File: src/status_monitor_pkg.sv
package status_monitor_pkg;
    localparam int digit_count = 8;
    // digit positions (index 0 is digit 1, the rightmost)
    localparam int in_safety_pos = 0;
    localparam int in_fwd_ot_pos = 1;
    localparam int in_rev_ot_pos = 2;
    localparam int in_decel_pos = 3;
    localparam int in_latch_pos = 4;
    localparam int in_reserved_pos = 7;
    localparam int out_fault_pos = 0;
    localparam int out_brake_pos = 1;
    localparam int out_gen_pos = 2;
    localparam int safe_one_pos = 0;
    localparam int safe_two_pos = 1;
    // segment levels per digit: upper or lower bar
    localparam logic seg_upper = 1'b1;
    localparam logic seg_lower = 1'b0;
    localparam logic [7:0] reset_upper = 8'h00;
    localparam logic [7:0] reset_lower = 8'hff;
    typedef enum logic [2:0] {
        item_input = 3'b001,
        item_output = 3'b010,
        item_safety = 3'b100
    } item_t;
endpackage

File: src/io_status_monitor_display.sv
// How it works
// - input/output groups: OFF lights upper bar, ON lower; undefined digits lower.
// - input item digits: safety, fwd/rev overtravel, decel, three latches, reserved.
// - output item digits: fault, brake, two general outputs, four reserved.
// - safety group reversed: ON upper bar, OFF lower; undefined digits lower.
// - safety item digit 1 block input one, digit 2 block input two.
// - input contact open is OFF, shorted is ON.
// - output is ON while its transistor conducts.
// - block input one OFF raises safe blocking and shows OFF.
module io_status_monitor_display
    import status_monitor_pkg::*;
(
    // clock and reset
    input wire logic sys_clk,
    input wire logic rst,

    // item selection from panel navigation
    input wire item_t item_select,

    // general inputs, high when the contact is shorted
    input wire logic safety_input_zero,
    input wire logic forward_overtravel,
    input wire logic reverse_overtravel,
    input wire logic homing_decel_input,
    input wire logic external_latch_one,
    input wire logic external_latch_two,
    input wire logic external_latch_three,

    // transistor outputs, high when conducting
    input wire logic fault_output,
    input wire logic brake_control_output,
    input wire logic general_output_two,
    input wire logic general_output_three,

    // safety inputs, high when the contact is shorted
    input wire logic safe_block_input_one,
    input wire logic safe_block_input_two,

    // display: one bit set per lit bar
    output logic [7:0] upper_segment,
    output logic [7:0] lower_segment,

    // on state of each digit, per group
    output logic [7:0] input_status_item,
    output logic [7:0] output_status_item,
    output logic [7:0] safety_status_item,

    // safe blocking and refresh pulse
    output logic hardware_safe_blocking,
    output logic display_update
);
    // on states per group, bit i is digit i+1
    logic [7:0] in_on;
    logic [7:0] out_on;
    logic [7:0] safe_on;
    logic [7:0] next_in_on;
    logic [7:0] next_out_on;
    logic [7:0] next_safe_on;

    // bar pattern of the selected item
    logic [7:0] next_upper;
    logic [7:0] next_lower;

    // safe blocking and refresh pulse
    logic next_blocking;
    logic next_update;

    // defined digits of each group and of the selected item
    logic [7:0] in_mask;
    logic [7:0] out_mask;
    logic [7:0] safe_mask;
    logic [7:0] sel_on;
    logic [7:0] sel_mask;
    logic sel_reverse;

    // input group: a shorted contact reads as ON
    always_comb begin
        next_in_on = 8'h00;
        next_in_on[in_safety_pos] = safety_input_zero;
        next_in_on[in_fwd_ot_pos] = forward_overtravel;
        next_in_on[in_rev_ot_pos] = reverse_overtravel;
        next_in_on[in_decel_pos] = homing_decel_input;
        next_in_on[in_latch_pos] = external_latch_one;
        next_in_on[in_latch_pos + 1] = external_latch_two;
        next_in_on[in_latch_pos + 2] = external_latch_three;
    end

    // output group: a conducting transistor reads as ON
    always_comb begin
        next_out_on = 8'h00;
        next_out_on[out_fault_pos] = fault_output;
        next_out_on[out_brake_pos] = brake_control_output;
        next_out_on[out_gen_pos] = general_output_two;
        next_out_on[out_gen_pos + 1] = general_output_three;
    end

    // safety group; blocking follows block input one alone, the second
    // input is only shown on the panel
    always_comb begin
        next_safe_on = 8'h00;
        next_safe_on[safe_one_pos] = safe_block_input_one;
        next_safe_on[safe_two_pos] = safe_block_input_two;
        next_blocking = ~safe_block_input_one;
    end

    // defined digit masks per group
    // built from the digit positions so a moved signal cannot leave a
    // stale mask behind
    always_comb begin
        in_mask = 8'h00;
        in_mask[in_safety_pos] = 1'b1;
        in_mask[in_fwd_ot_pos] = 1'b1;
        in_mask[in_rev_ot_pos] = 1'b1;
        in_mask[in_decel_pos] = 1'b1;
        in_mask[in_latch_pos] = 1'b1;
        in_mask[in_latch_pos + 1] = 1'b1;
        in_mask[in_latch_pos + 2] = 1'b1;
        in_mask[in_reserved_pos] = 1'b0;
        out_mask = 8'h00;
        out_mask[out_fault_pos] = 1'b1;
        out_mask[out_brake_pos] = 1'b1;
        out_mask[out_gen_pos] = 1'b1;
        out_mask[out_gen_pos + 1] = 1'b1;
        safe_mask = 8'h00;
        safe_mask[safe_one_pos] = 1'b1;
        safe_mask[safe_two_pos] = 1'b1;
    end

    always_comb begin
        case (item_select)
            item_input: begin
                sel_on = next_in_on;
                sel_mask = in_mask;
                sel_reverse = 1'b0;
            end
            item_output: begin
                sel_on = next_out_on;
                sel_mask = out_mask;
                sel_reverse = 1'b0;
            end
            item_safety: begin
                sel_on = next_safe_on;
                sel_mask = safe_mask;
                sel_reverse = 1'b1;
            end
            // codes off the one-hot set fall back to the input item
            default: begin
                sel_on = next_in_on;
                sel_mask = in_mask;
                sel_reverse = 1'b0;
            end
        endcase
    end

    genvar d;
    generate
        for (d = 0; d < digit_count; d++) begin : g_digit
            logic up;
            // undefined digits always sit on the lower bar
            always_comb begin
                if (!sel_mask[d]) begin
                    up = seg_lower;
                end else if (sel_reverse) begin
                    up = sel_on[d] ? seg_upper : seg_lower;
                end else begin
                    up = sel_on[d] ? seg_lower : seg_upper;
                end
            end
            // exactly one bar of each digit is lit at any time
            assign next_upper[d] = up;
            assign next_lower[d] = ~up;
        end
    endgenerate

    // pulse when any shown bar moves; it rises in the same cycle as the new bars
    assign next_update = (next_upper != upper_segment);

    // status words, one flop per digit
    always_ff @(posedge sys_clk) begin
        if (rst) begin
            in_on <= 8'h00;
            out_on <= 8'h00;
            safe_on <= 8'h00;
        end else begin
            in_on <= next_in_on;
            out_on <= next_out_on;
            safe_on <= next_safe_on;
        end
    end

    // both bar words are flops so the panel never sees a glitch
    always_ff @(posedge sys_clk) begin
        if (rst) begin
            upper_segment <= reset_upper;
            lower_segment <= reset_lower;
        end else begin
            upper_segment <= next_upper;
            lower_segment <= next_lower;
        end
    end

    // blocking resets active: the drive stays safe until inputs are read
    always_ff @(posedge sys_clk) begin
        if (rst) begin
            hardware_safe_blocking <= 1'b1;
        end else begin
            hardware_safe_blocking <= next_blocking;
        end
    end

    // refresh pulse for the panel driver, one cycle per change
    always_ff @(posedge sys_clk) begin
        if (rst) begin
            display_update <= 1'b0;
        end else begin
            display_update <= next_update;
        end
    end

    assign input_status_item = in_on;
    assign output_status_item = out_on;
    assign safety_status_item = safe_on;
endmodule

File: config.mk
export PLATFORM = sky130hd
export DESIGN_NAME = io_status_monitor_display
export DESIGN_NICKNAME = d
export VERILOG_FILES = /design/src/status_monitor_pkg.sv /design/src/io_status_monitor_display.sv
export SDC_FILE = /design/constraint.sdc
export NUM_CORES = 1
export LEC_CHECK = 0
export ABC_CLOCK_PERIOD_IN_PS = 1500
export CORE_ASPECT_RATIO = 1.25
export CORE_MARGIN = 10
export CORE_UTILIZATION = 40
export DETAILED_ROUTE_END_ITERATION = 12
export DONT_BUFFER_PORTS = 1
export PLACE_DENSITY_LB_ADDON = 0.1
export SLEW_MARGIN = 5
export SYNTH_ARGS = -nofsm -noshare
export SYNTH_HDL_FRONTEND = slang
export SYNTH_SLANG_ARGS = --single-unit
File: constraint.sdc
create_clock -name sys_clk -period 1.5 [get_ports sys_clk]
set_input_delay 0.375 -clock sys_clk [delete_from_list [all_inputs] [get_ports sys_clk]]
set_output_delay 0.375 -clock sys_clk [all_outputs]
set_load 0.03 [all_outputs]
==> results of run 1 <==
## synth_stat cells (2+ instances only)
library cell | n | area (sq um)
a21oi_1 | 2 | 10.0
buf_4 | 14 | 105
clkbuf_1 | 2 | 7.51
conb_1 | 2 | 7.51
dfxtp_1 | 29 | 581
inv_1 | 9 | 33.8
nand3b_1 | 2 | 15.0
nor2_1 | 4 | 15.0
nor2b_1 | 19 | 119
nor3_1 | 7 | 35.0
o211ai_2 | 2 | 25.0
o21ai_0 | 2 | 10.0
o221ai_1 | 2 | 17.5
or4b_1 | 2 | 20.0
xnor2_1 | 2 | 17.5
xor2_1 | 2 | 17.5
## power groups by stage
stage	clock network (W)	registers [W]	logic [W]
final	0.000461	0.000920	0.000193
after global placement	0	0.000940	0.000191
after floorplan	0	0.000951	0.000182
after detailed placement	0	0.000941	0.000193
after CTS	0.000480	0.000923	0.000194
after global routing	0.000528	0.000926	0.000213
## registers in the layout (all words and copies together) (netlist names)
| signal | count |
|---|---|
| input_status_item | 7 |
| lower_segment | 7 |
| upper_segment | 7 |
| output_status_item | 4 |
| safety_status_item | 2 |
| display_update | 1 |
| hardware_safe_blocking | 1 |
## cells in the final DEF (no fill, tap or decap), types with 2 or more instances in the layout
cell type / count
dfxtp_1: 29
nor2b_1: 19
conb_1: 13
inv_1: 9
nor3_1: 7
buf_4: 6
clkbuf_4: 5
nor2_1: 3
or4b_1: 2
nand3b_1: 2
o211ai_2: 2
xor2_1: 2
a21oi_1: 2
o21ai_0: 2
o221ai_1: 2
xnor2_1: 2
## final timing paths
path / from / endpoint / slack [ns]
max: item_select[0] / display_update / 0.25
min: rst / display_update / 0.11
max reg2reg: upper_segment[4] / display_update / 0.29
min reg2reg: upper_segment[2] / display_update / 0.68
## logic make-up (layout without fill, tap and decap cells)
kind of cell | after synthesis | in the layout | share of synthesized area
AO/OA/AOI/OAI | 13 | 13 | 0.0986
XOR/XNOR | 5 | 5 | 0.0449
buffers and inverters | 26 | 22 | 0.138
flip-flops | 29 | 29 | 0.508
multiplexers | 1 | 1 | 0.00876
other | 2 | 13 | 0.00657
AND/OR/NAND/NOR | 36 | 36 | 0.195
## stage by stage
| step | setup TNS [ns] | cells | hold WS (ns) | power (W) |
|---|---|---|---|---|
| final | 0 | 153 | 0.114 | 0.00157 |
| after floorplan | -0.0482 | 123 | 0.458 | 0.00113 |
| after global placement | -0.0462 | 146 | 0.443 | 0.00113 |
| after CTS | 0 | 153 | 0.100 | 0.00160 |
| after detailed placement | -0.0916 | 146 | 0.448 | 0.00113 |
| after global routing | 0 | 153 | 0.0819 | 0.00167 |
## worst register-to-register path, cell delays in order, from the launching register on
cell,delay [ns]
dfxtp_1,0.34
o22ai_1,0.10
or4_4,0.42
a21oi_2,0.14
a41oi_2,0.09
## area by class of cell
type | count | share of cell area
Timing Repair Buffer | 6 | 0.0372
Sequential cell | 29 | 0.479
Inverter | 9 | 0.0279
Clock buffer | 7 | 0.0455
Tap cell | 34 | 0.0351
Multi-Input combinational cell | 68 | 0.375
## layer usage
metal	vias up	routed length, um
met4	0	70
li1	353	-
met3	7	349
met1	318	926
met5	-	0
met2	37	1200
==> run summary, run 1 <==
Status: finished, final reports clean
CP endpoint kind: register
Psw: 0.000461 W
Core area: 0.00271 sq mm
Peak VDD IR: 0.645 mV
GR Overflow Total: 0
Final WS setup: 0.254 ns
Critical path startpoint category: input port
CTS tree: yes
Htree depth: 2
Post_cts resized: 0
CTS Sinks: 29
Share of cells above drive strength 1: 0.176
P_int: 0.00111 W
Cell variety after synth: 26
WL final: 2.55 mm
Met3 global-route usage: 0.0534
Hold-fix buffers, CTS: 0
DR DRC count: 0
Port bufs: 0
Slowest cell on crit path: or4b_1
Placed cell areas: 0.00116 sq mm
Pins Over Slew Limit: 0
Initial antenna violation count: 0
M1 GR Usage: 0.102
Via/cell ratio: 4.67
Worst skew pair latency: 0.31 ns
Fin util: 0.448
Met2 Use GR: 0.149
Worst path max stage delay: 0.53 ns
Sequential power share: 0.584
CP top delay family: simple AND/OR/NAND/NOR gates
Ys flop type: dfxtp_1
Die area: 0.00541 sq mm
Pwr Density: 1300 mW/mm^2
Sequential cell area fraction in the yosys report: 0.508
DRT iter0 DRCs: 35
Sequence of cells on the critical path: or4b_1, o211ai_2, xor2_1, a221oi_2, a41oi_2
Pre-CTS setup slack: -0.0916 ns
Tot GR Track Use: 0.0987
Fraction of registers with async set/reset: 0
Sw Ratio: 0.293
Total CTS buffers: 5
Critical path buffers and inverters: 0
Die Span Y: 79.8 um
Final net count: 137
Hold Vio Cnt, Final: 0
Setup Crit Path Kind: input port to register
Worst reg2reg path depth: 4
Fin Clk Skew: 0.00357 ns
Post-synth EDFFs: 0
GP Congestion: 0.651
#FFs+latches synth: 29
F_max: 803 MHz
FF+latch area: 581 sq um
CP required: 1.69 ns
Leakage power: 0.499 nW
Fin crit share: 0.830
Final instance area: 0.00121 sq mm
Ports: 60
Vias in the first global route: 732
Root buffer cell: clkbuf_4
Row count: 21
First-pass GRT wire length: 3.91 mm
Worst endpoint data arrival time: 1.44 ns
Drt first pass iters: 3
Largest net degree at the start of global routing: 22
DP HPWL: 2.07 mm
Initial Util: 0.422
Clock Pin Slew Worst Setup and Hold Paths: 0.08 ns
Setup violations, final: 0
Multi-input logic area: 454 sq um
Most used routing layer: met2
Hold Path Stages: 1
Area Overhead vs Synth: 6.02%
Vias: 715
Buffer count from post-CTS setup fixing: 0
Syn. warnings: 0
Clk buf depth: 2
Comb pwr share: 0.123
Max Cap Violations: 0
Clk pwr share: 0.293
CP Depth: 5
Drt wl/cell: 16.7 um
Fill cells: 260
Average size of a mapped cell: 10.2 sq um
Synthesized instance count: 112
Min-delay worst type: input port to register
Mapped cell area: 0.00114 sq mm
Detail Route Antenna Nets: 0
Antenna diode count: 0
Crit path max fanout: 8
Die X-Extent: 67.8 um
RSZ-0062 raised after global routing: no
Minimum clock period: 1.25 ns
Power figures use the tool's default switching activity.
==> run 2: changes to the inputs <==
Settings changed: ABC_CLOCK_PERIOD_IN_PS 1500 to 1300.
Clock period 1.5 ns to 1.3 ns, I/O delays scaled along.
==> run 2 against run 1 <==
Clock skew grew 0.0014 ns. First-iteration DRC count down 8.6%. Critical path depth is 1 lower. Setup slack lost 0.16 ns. Utilization up 1.7 points. Non-clock buffer count rose by 2. Via count up 0.70%. Final area rose by 3.7%. Highest routed layer unchanged. Power rose by 30%. Sequential power is 14% higher. Sequential share of layout area fell by 1.7 points. Die area unchanged.
==> run summary, run 2 (synthesis gave the netlist of run 1 again) <==
Commonest cells after routing, fill and taps aside: dfxtp_1 (29), nor2b_1 (19), conb_1 (13)
Clk buf depth: 2 (unchanged)
Port bufs: 0 (unchanged)
Leakage power: 0.524 nW (+4.9%)
Min-delay worst type: input port to register
Total CTS buffers: 5 (unchanged)
Max Cap Violations: 0 (unchanged)
Sequence of cells on the critical path: nor2_1, or4_4, a21oi_2, a41oi_2
CTS Sinks: 29 (unchanged)
Slowest cell on crit path: or4_4
Worst endpoint data arrival time: 1.41 ns (-0.03 ns)
Peak VDD IR: 0.801 mV (+24%)
Vias: 720 (+0.70%)
Minimum clock period: 1.20 ns
Via/cell ratio: 4.62 (-1.2%)
Initial Util: 0.422 (unchanged)
RSZ-0062 raised after global routing: no
Worst skew pair latency: 0.32 ns (about the same)
Die X-Extent: 67.8 um (unchanged)
Fin crit share: 0.924
Htree depth: 2 (unchanged)
Critical path buffers and inverters: 0 (unchanged)
CP required: 1.50 ns (-0.19 ns)
Antenna diode count: 0 (unchanged)
Setup Crit Path Kind: register to register
Core area: 0.00271 sq mm (unchanged)
DP HPWL: 2.03 mm (-1.6%)
Root buffer cell: clkbuf_4
DR DRC count: 0 (unchanged)
Detail Route Antenna Nets: 0 (unchanged)
Die Span Y: 79.8 um (unchanged)
Final net count: 139 (+1.5%)
Area Overhead vs Synth: 9.97%
Pwr Density: 1630 mW/mm^2 (+25%)
First-pass GRT wire length: 3.66 mm (-6.4%)
DRT iter0 DRCs: 32 (-8.6%)
Buffer count from post-CTS setup fixing: 0 (unchanged)
Crit path max fanout: 2 (-6)
Hold-fix buffers, CTS: 0 (unchanged)
Initial antenna violation count: 0 (unchanged)
Critical path startpoint category: register
CTS tree: yes
Post_cts resized: 0 (unchanged)
GR Overflow Total: 0 (unchanged)
Fin Clk Skew: 0.00499 ns (+0.00142 ns)
Hold Vio Cnt, Final: 0 (unchanged)
Drt first pass iters: 2 (-1)
Clock Pin Slew Worst Setup and Hold Paths: 0.09 ns (about the same)
Largest net degree at the start of global routing: 22 (unchanged)
WL final: 2.51 mm (-1.8%)
CP endpoint kind: register
Pre-CTS setup slack: -0.219 ns (-0.127 ns)
Most common cell after layout, fill and taps aside: dfxtp_1
Ports: 60 (unchanged)
Die area: 0.00541 sq mm (unchanged)
Worst path max stage delay: 0.47 ns (-0.06 ns)
Total power draw: 0.00205 W (+30%)
Drt wl/cell: 16.1 um (-3.7%)
CP top delay family: simple AND/OR/NAND/NOR gates
GP Congestion: 0.655 (+0.55%)
Tot GR Track Use: 0.0938 (-0.00493)
Vias in the first global route: 710 (-3.0%)
Share of cells above drive strength 1: 0.197 (+0.0203)
F_max: 832 MHz
Final WS setup: 0.0982 ns (-0.156 ns)
Setup violations, final: 0 (unchanged)
Status: finished, final reports clean
Pins Over Slew Limit: 0 (unchanged)
Row count: 21 (unchanged)
==> run 2: cell count changes in the layout (fill, tap and decap cells not counted) <==
cell,change
bufinv_16,+1
buf_4,+2
==> run 2: where the power goes <==
group	leakage (nW)	switching, W	total (W)	internal [W]
Combinational	0.237	0.000148	0.000240	0.0000919
Clock	0.0455	0.000298	0.000757	0.000459
Sequential	0.242	0.000106	0.00105	0.000944
==> run 2: cell type report <==
class | count | area [sq um]
fillers | 267 | 1450
flip-flops and latches | 29 | 581
multi-input cells | 68 | 454
repair buffers | 8 | 60.1
clock buffers | 7 | 55.1
well taps | 34 | 42.5
inverters | 9 | 33.8
clock inverters | 1 | 30.0
==> run 2: path summary, 6_finish.rpt <==
kind	end	slack, ns	cells after the start	from
setup reg to reg	display_update	0.1	4	upper_segment[6]
hold / removal	display_update	0.06	1	rst
setup / recovery	display_update	0.1	4	upper_segment[6]
hold reg to reg	display_update	0.64	2	upper_segment[1]
==> run 2: layer usage <==
metal  vias up  wire, um  GRT usage  part of all wire
met2        37      1220      0.144              0.49
li1        360         -          -                 -
met4         0        73     0.0665             0.029
met5         -         0          0                 0
met3         5       342     0.0590              0.14
met1       318       864     0.0888              0.34
==> run 2: metrics by stage <==
step	hold slack (ns)	TNS, ns	instance area [sq um]	cells	utilization
after floorplan	0.408	-0.198	1190	123	-
after global placement	0.394	-0.216	1170	148	0.433
after detailed placement	0.395	-0.233	1170	148	0.433
after CTS	0.0349	0	1260	156	0.464
after global routing	0.0166	0	1260	156	0.464
final	0.0577	0	1260	156	0.464
==> run 3: changes to the inputs <==
Settings changed: ABC_AREA set to 1.
==> run 3 against run 2 <==
Sequential share of layout area shrank 0.72 points. Utilization is 0.16 points lower. Non-clock buffer count up 3. Synthesized area increased by 2.8%.
==> run summary, run 3 <==
Antenna diode count: 0 (unchanged)
Vias in the first global route: 830 (+17%)
Area leader, netlist: dfxtp_1
Port bufs: 0 (unchanged)
Final WS setup: 0.0952 ns (-0.00306 ns)
Post_cts resized: 0 (unchanged)
Worst skew pair latency: 0.32 ns (about the same)
CP top delay family: flip-flops
Cell variety after synth: 16 (-38%)
Hold Vio Cnt, Final: 0 (unchanged)
Die area: 0.00552 sq mm (+2.1%)
Row count: 21 (unchanged)
Worst hold start: rst
GR Overflow Total: 0 (unchanged)
Share of cells above drive strength 1: 0.211 (+0.0145)
#FFs+latches synth: 29 (unchanged)
CP endpoint kind: primary output
Minimum clock period: 1.20 ns (+0.00306 ns)
Leakage power: 0.697 nW (+33%)
DP HPWL: 2.20 mm (+8.2%)
Hold Path Stages: 1 (unchanged)
Most common cell after layout, fill and taps aside: inv_1
Die X-Extent: 68.5 um (+1.0%)
Total CTS buffers: 5 (unchanged)
Area Overhead vs Synth: 8.63%
First-pass GRT wire length: 3.88 mm (+6.0%)
Clock Pin Slew Worst Setup and Hold Paths: 0.09 ns (about the same)
Vias: 890 (+24%)
WL final: 2.72 mm (+8.5%)
Fraction of registers with async set/reset: 0 (unchanged)
CTS Sinks: 29 (unchanged)
Drt first pass iters: 4 (+2)
Syn. warnings: 0 (unchanged)
Pre-CTS setup slack: 0.000658 ns (+0.220 ns)
Worst Hold Endpoint: display_update
Sequence of cells on the critical path: buf_4
Reg2reg end: display_update
Fin crit share: 0.927 (+0.00236)
Min-delay worst type: input port to register
Setup slack, reg-to-reg: 0.34 ns (+0.24 ns)
Pwr Density: 1410 mW/mm^2 (-13%)
Via/cell ratio: 4.56 (-1.1%)
Average size of a mapped cell: 7.99 sq um (-22%)
Worst reg2reg path depth: 7 (+3)
Commonest cells after routing, fill and taps aside: inv_1 (30), dfxtp_1 (29), nand2_1 (23)
GP Congestion: 0.811 (+24%)
Post-synth EDFFs: 0 (unchanged)
Crit path max fanout: 3 (+1)
Final net count: 178 (+28%)
Max Cap Violations: 0 (unchanged)
Status: finished, final reports clean
DR DRC count: 0 (unchanged)
Initial antenna violation count: 0 (unchanged)
Largest net degree at the start of global routing: 19 (-14%)
Critical path startpoint category: register
RSZ-0062 raised after global routing: no
Peak VDD IR: 0.623 mV (-22%)
DRT iter0 DRCs: 47 (+47%)
Htree depth: 2 (unchanged)
CP Depth: 1 (-3)
Critical path buffers and inverters: 1 (+1)
Count leader, synth: inv_1
Fin Clk Skew: 0.00727 ns (+0.00228 ns)
Ys flop type: dfxtp_1
Buffer count from post-CTS setup fixing: 0 (unchanged)
Drt wl/cell: 13.9 um (-13%)
Die Span Y: 80.6 um (+1.1%)
Clk buf depth: 2 (unchanged)
Pins Over Slew Limit: 0 (unchanged)
Detail Route Antenna Nets: 0 (unchanged)
Synth top area share: 0.494 (-0.0141)
Worst endpoint data arrival time: 0.88 ns (-0.53 ns)
Worst path max stage delay: 0.38 ns (-0.09 ns)
Root buffer cell: clkbuf_4
F_max: 830 MHz (-0.25%)
Setup violations, final: 0 (unchanged)
Initial Util: 0.426 (+0.00375)
Mapped cell area: 0.00117 sq mm (+2.8%)
Tot GR Track Use: 0.0964 (+0.00267)
Ports: 60 (unchanged)
Core area: 0.00276 sq mm (+1.9%)
Setup Crit Path Kind: register to primary output
Top cells by area, synth: dfxtp_1 (49%), inv_1 (9.6%), buf_4 (8.3%)
Synthesized instance count: 147 (+31%)
Sequential cell area fraction in the yosys report: 0.494 (-0.0141)
CP required: 0.98 ns (-0.52 ns)
CTS tree: yes
R2r startpoint: upper_segment[5]
Hold-fix buffers, CTS: 0 (unchanged)
Synth cell count leaders: inv_1 (30), dfxtp_1 (29), nand2_1 (23), nor2_1 (18), buf_4 (13)
Final TNS setup: 0 ns (unchanged)
Slowest cell on crit path: dfxtp_1
## run 3: cell types whose count changed after synthesis, sizes merged, moves of 3 or more
cell   previous run  this run
nand2             0        29
inv               9        31
nor2b            19         0
nor2              4        20
nand3             0        12
nand4             0         7
nor3              7         0
xnor2             3         0
## run 3: layout make-up
| cell class | instances | area, sq um |
|---|---|---|
| timing repair buffer | 11 | 82.6 |
| clock inverter | 2 | 10.0 |
| inverter | 31 | 116 |
| fill | 300 | 1480 |
| clock buffer | 6 | 41.3 |
| sequential | 29 | 581 |
| multi-input combinational | 82 | 403 |
| tap | 34 | 42.5 |
## run 3: through the flow
step                      hold slack (ns)  instances  total power [W]  utilization  area, sq um
after floorplan                     0.415        158          0.00130            -         1220
after global placement              0.392        187          0.00132        0.444         1220
after detailed placement            0.394        187          0.00132        0.444         1220
after CTS                          0.0381        195          0.00183        0.463         1280
after global routing               0.0228        195          0.00190        0.463         1280
final                              0.0537        195          0.00180        0.463         1280
## run 3: worst max-delay path by stage
stage                           startpoint                to  slack (ns)
final                     upper_segment[5]  upper_segment[5]         0.1
after global routing      upper_segment[5]  upper_segment[5]        0.04
after CTS                 upper_segment[5]  upper_segment[5]        0.07
after detailed placement    item_select[1]    display_update      0.0007
after global placement      item_select[1]    display_update        0.01
after floorplan             item_select[0]    display_update        0.06
## run 3: report_power, final
part	internal (W)	switching (W)	total (W)
combinational	0.0000742	0.000176	0.000250
clock	0.000205	0.000299	0.000504
sequential	0.000942	0.000106	0.00105
total	0.00122	0.000581	0.00180
## run 3: kinds of logic (layout without fill, tap and decap cells)
logic type | count (synthesis) | after routing | synth area share
compound gates | 1 | 1 | 0.00746
other cells | 2 | 13 | 0.00639
flops | 29 | 29 | 0.494
buf+inv | 47 | 50 | 0.198
simple gates | 68 | 68 | 0.294
## run 3: layer usage
| metal | GRT usage | up-vias | routed length, um |
|---|---|---|---|
| met5 | 0 | - | 0 |
| met3 | 0.0792 | 7 | 451 |
| met2 | 0.158 | 42 | 1340 |
| met4 | 0.0585 | 0 | 55 |
| met1 | 0.0756 | 407 | 869 |
| li1 | - | 434 | - |
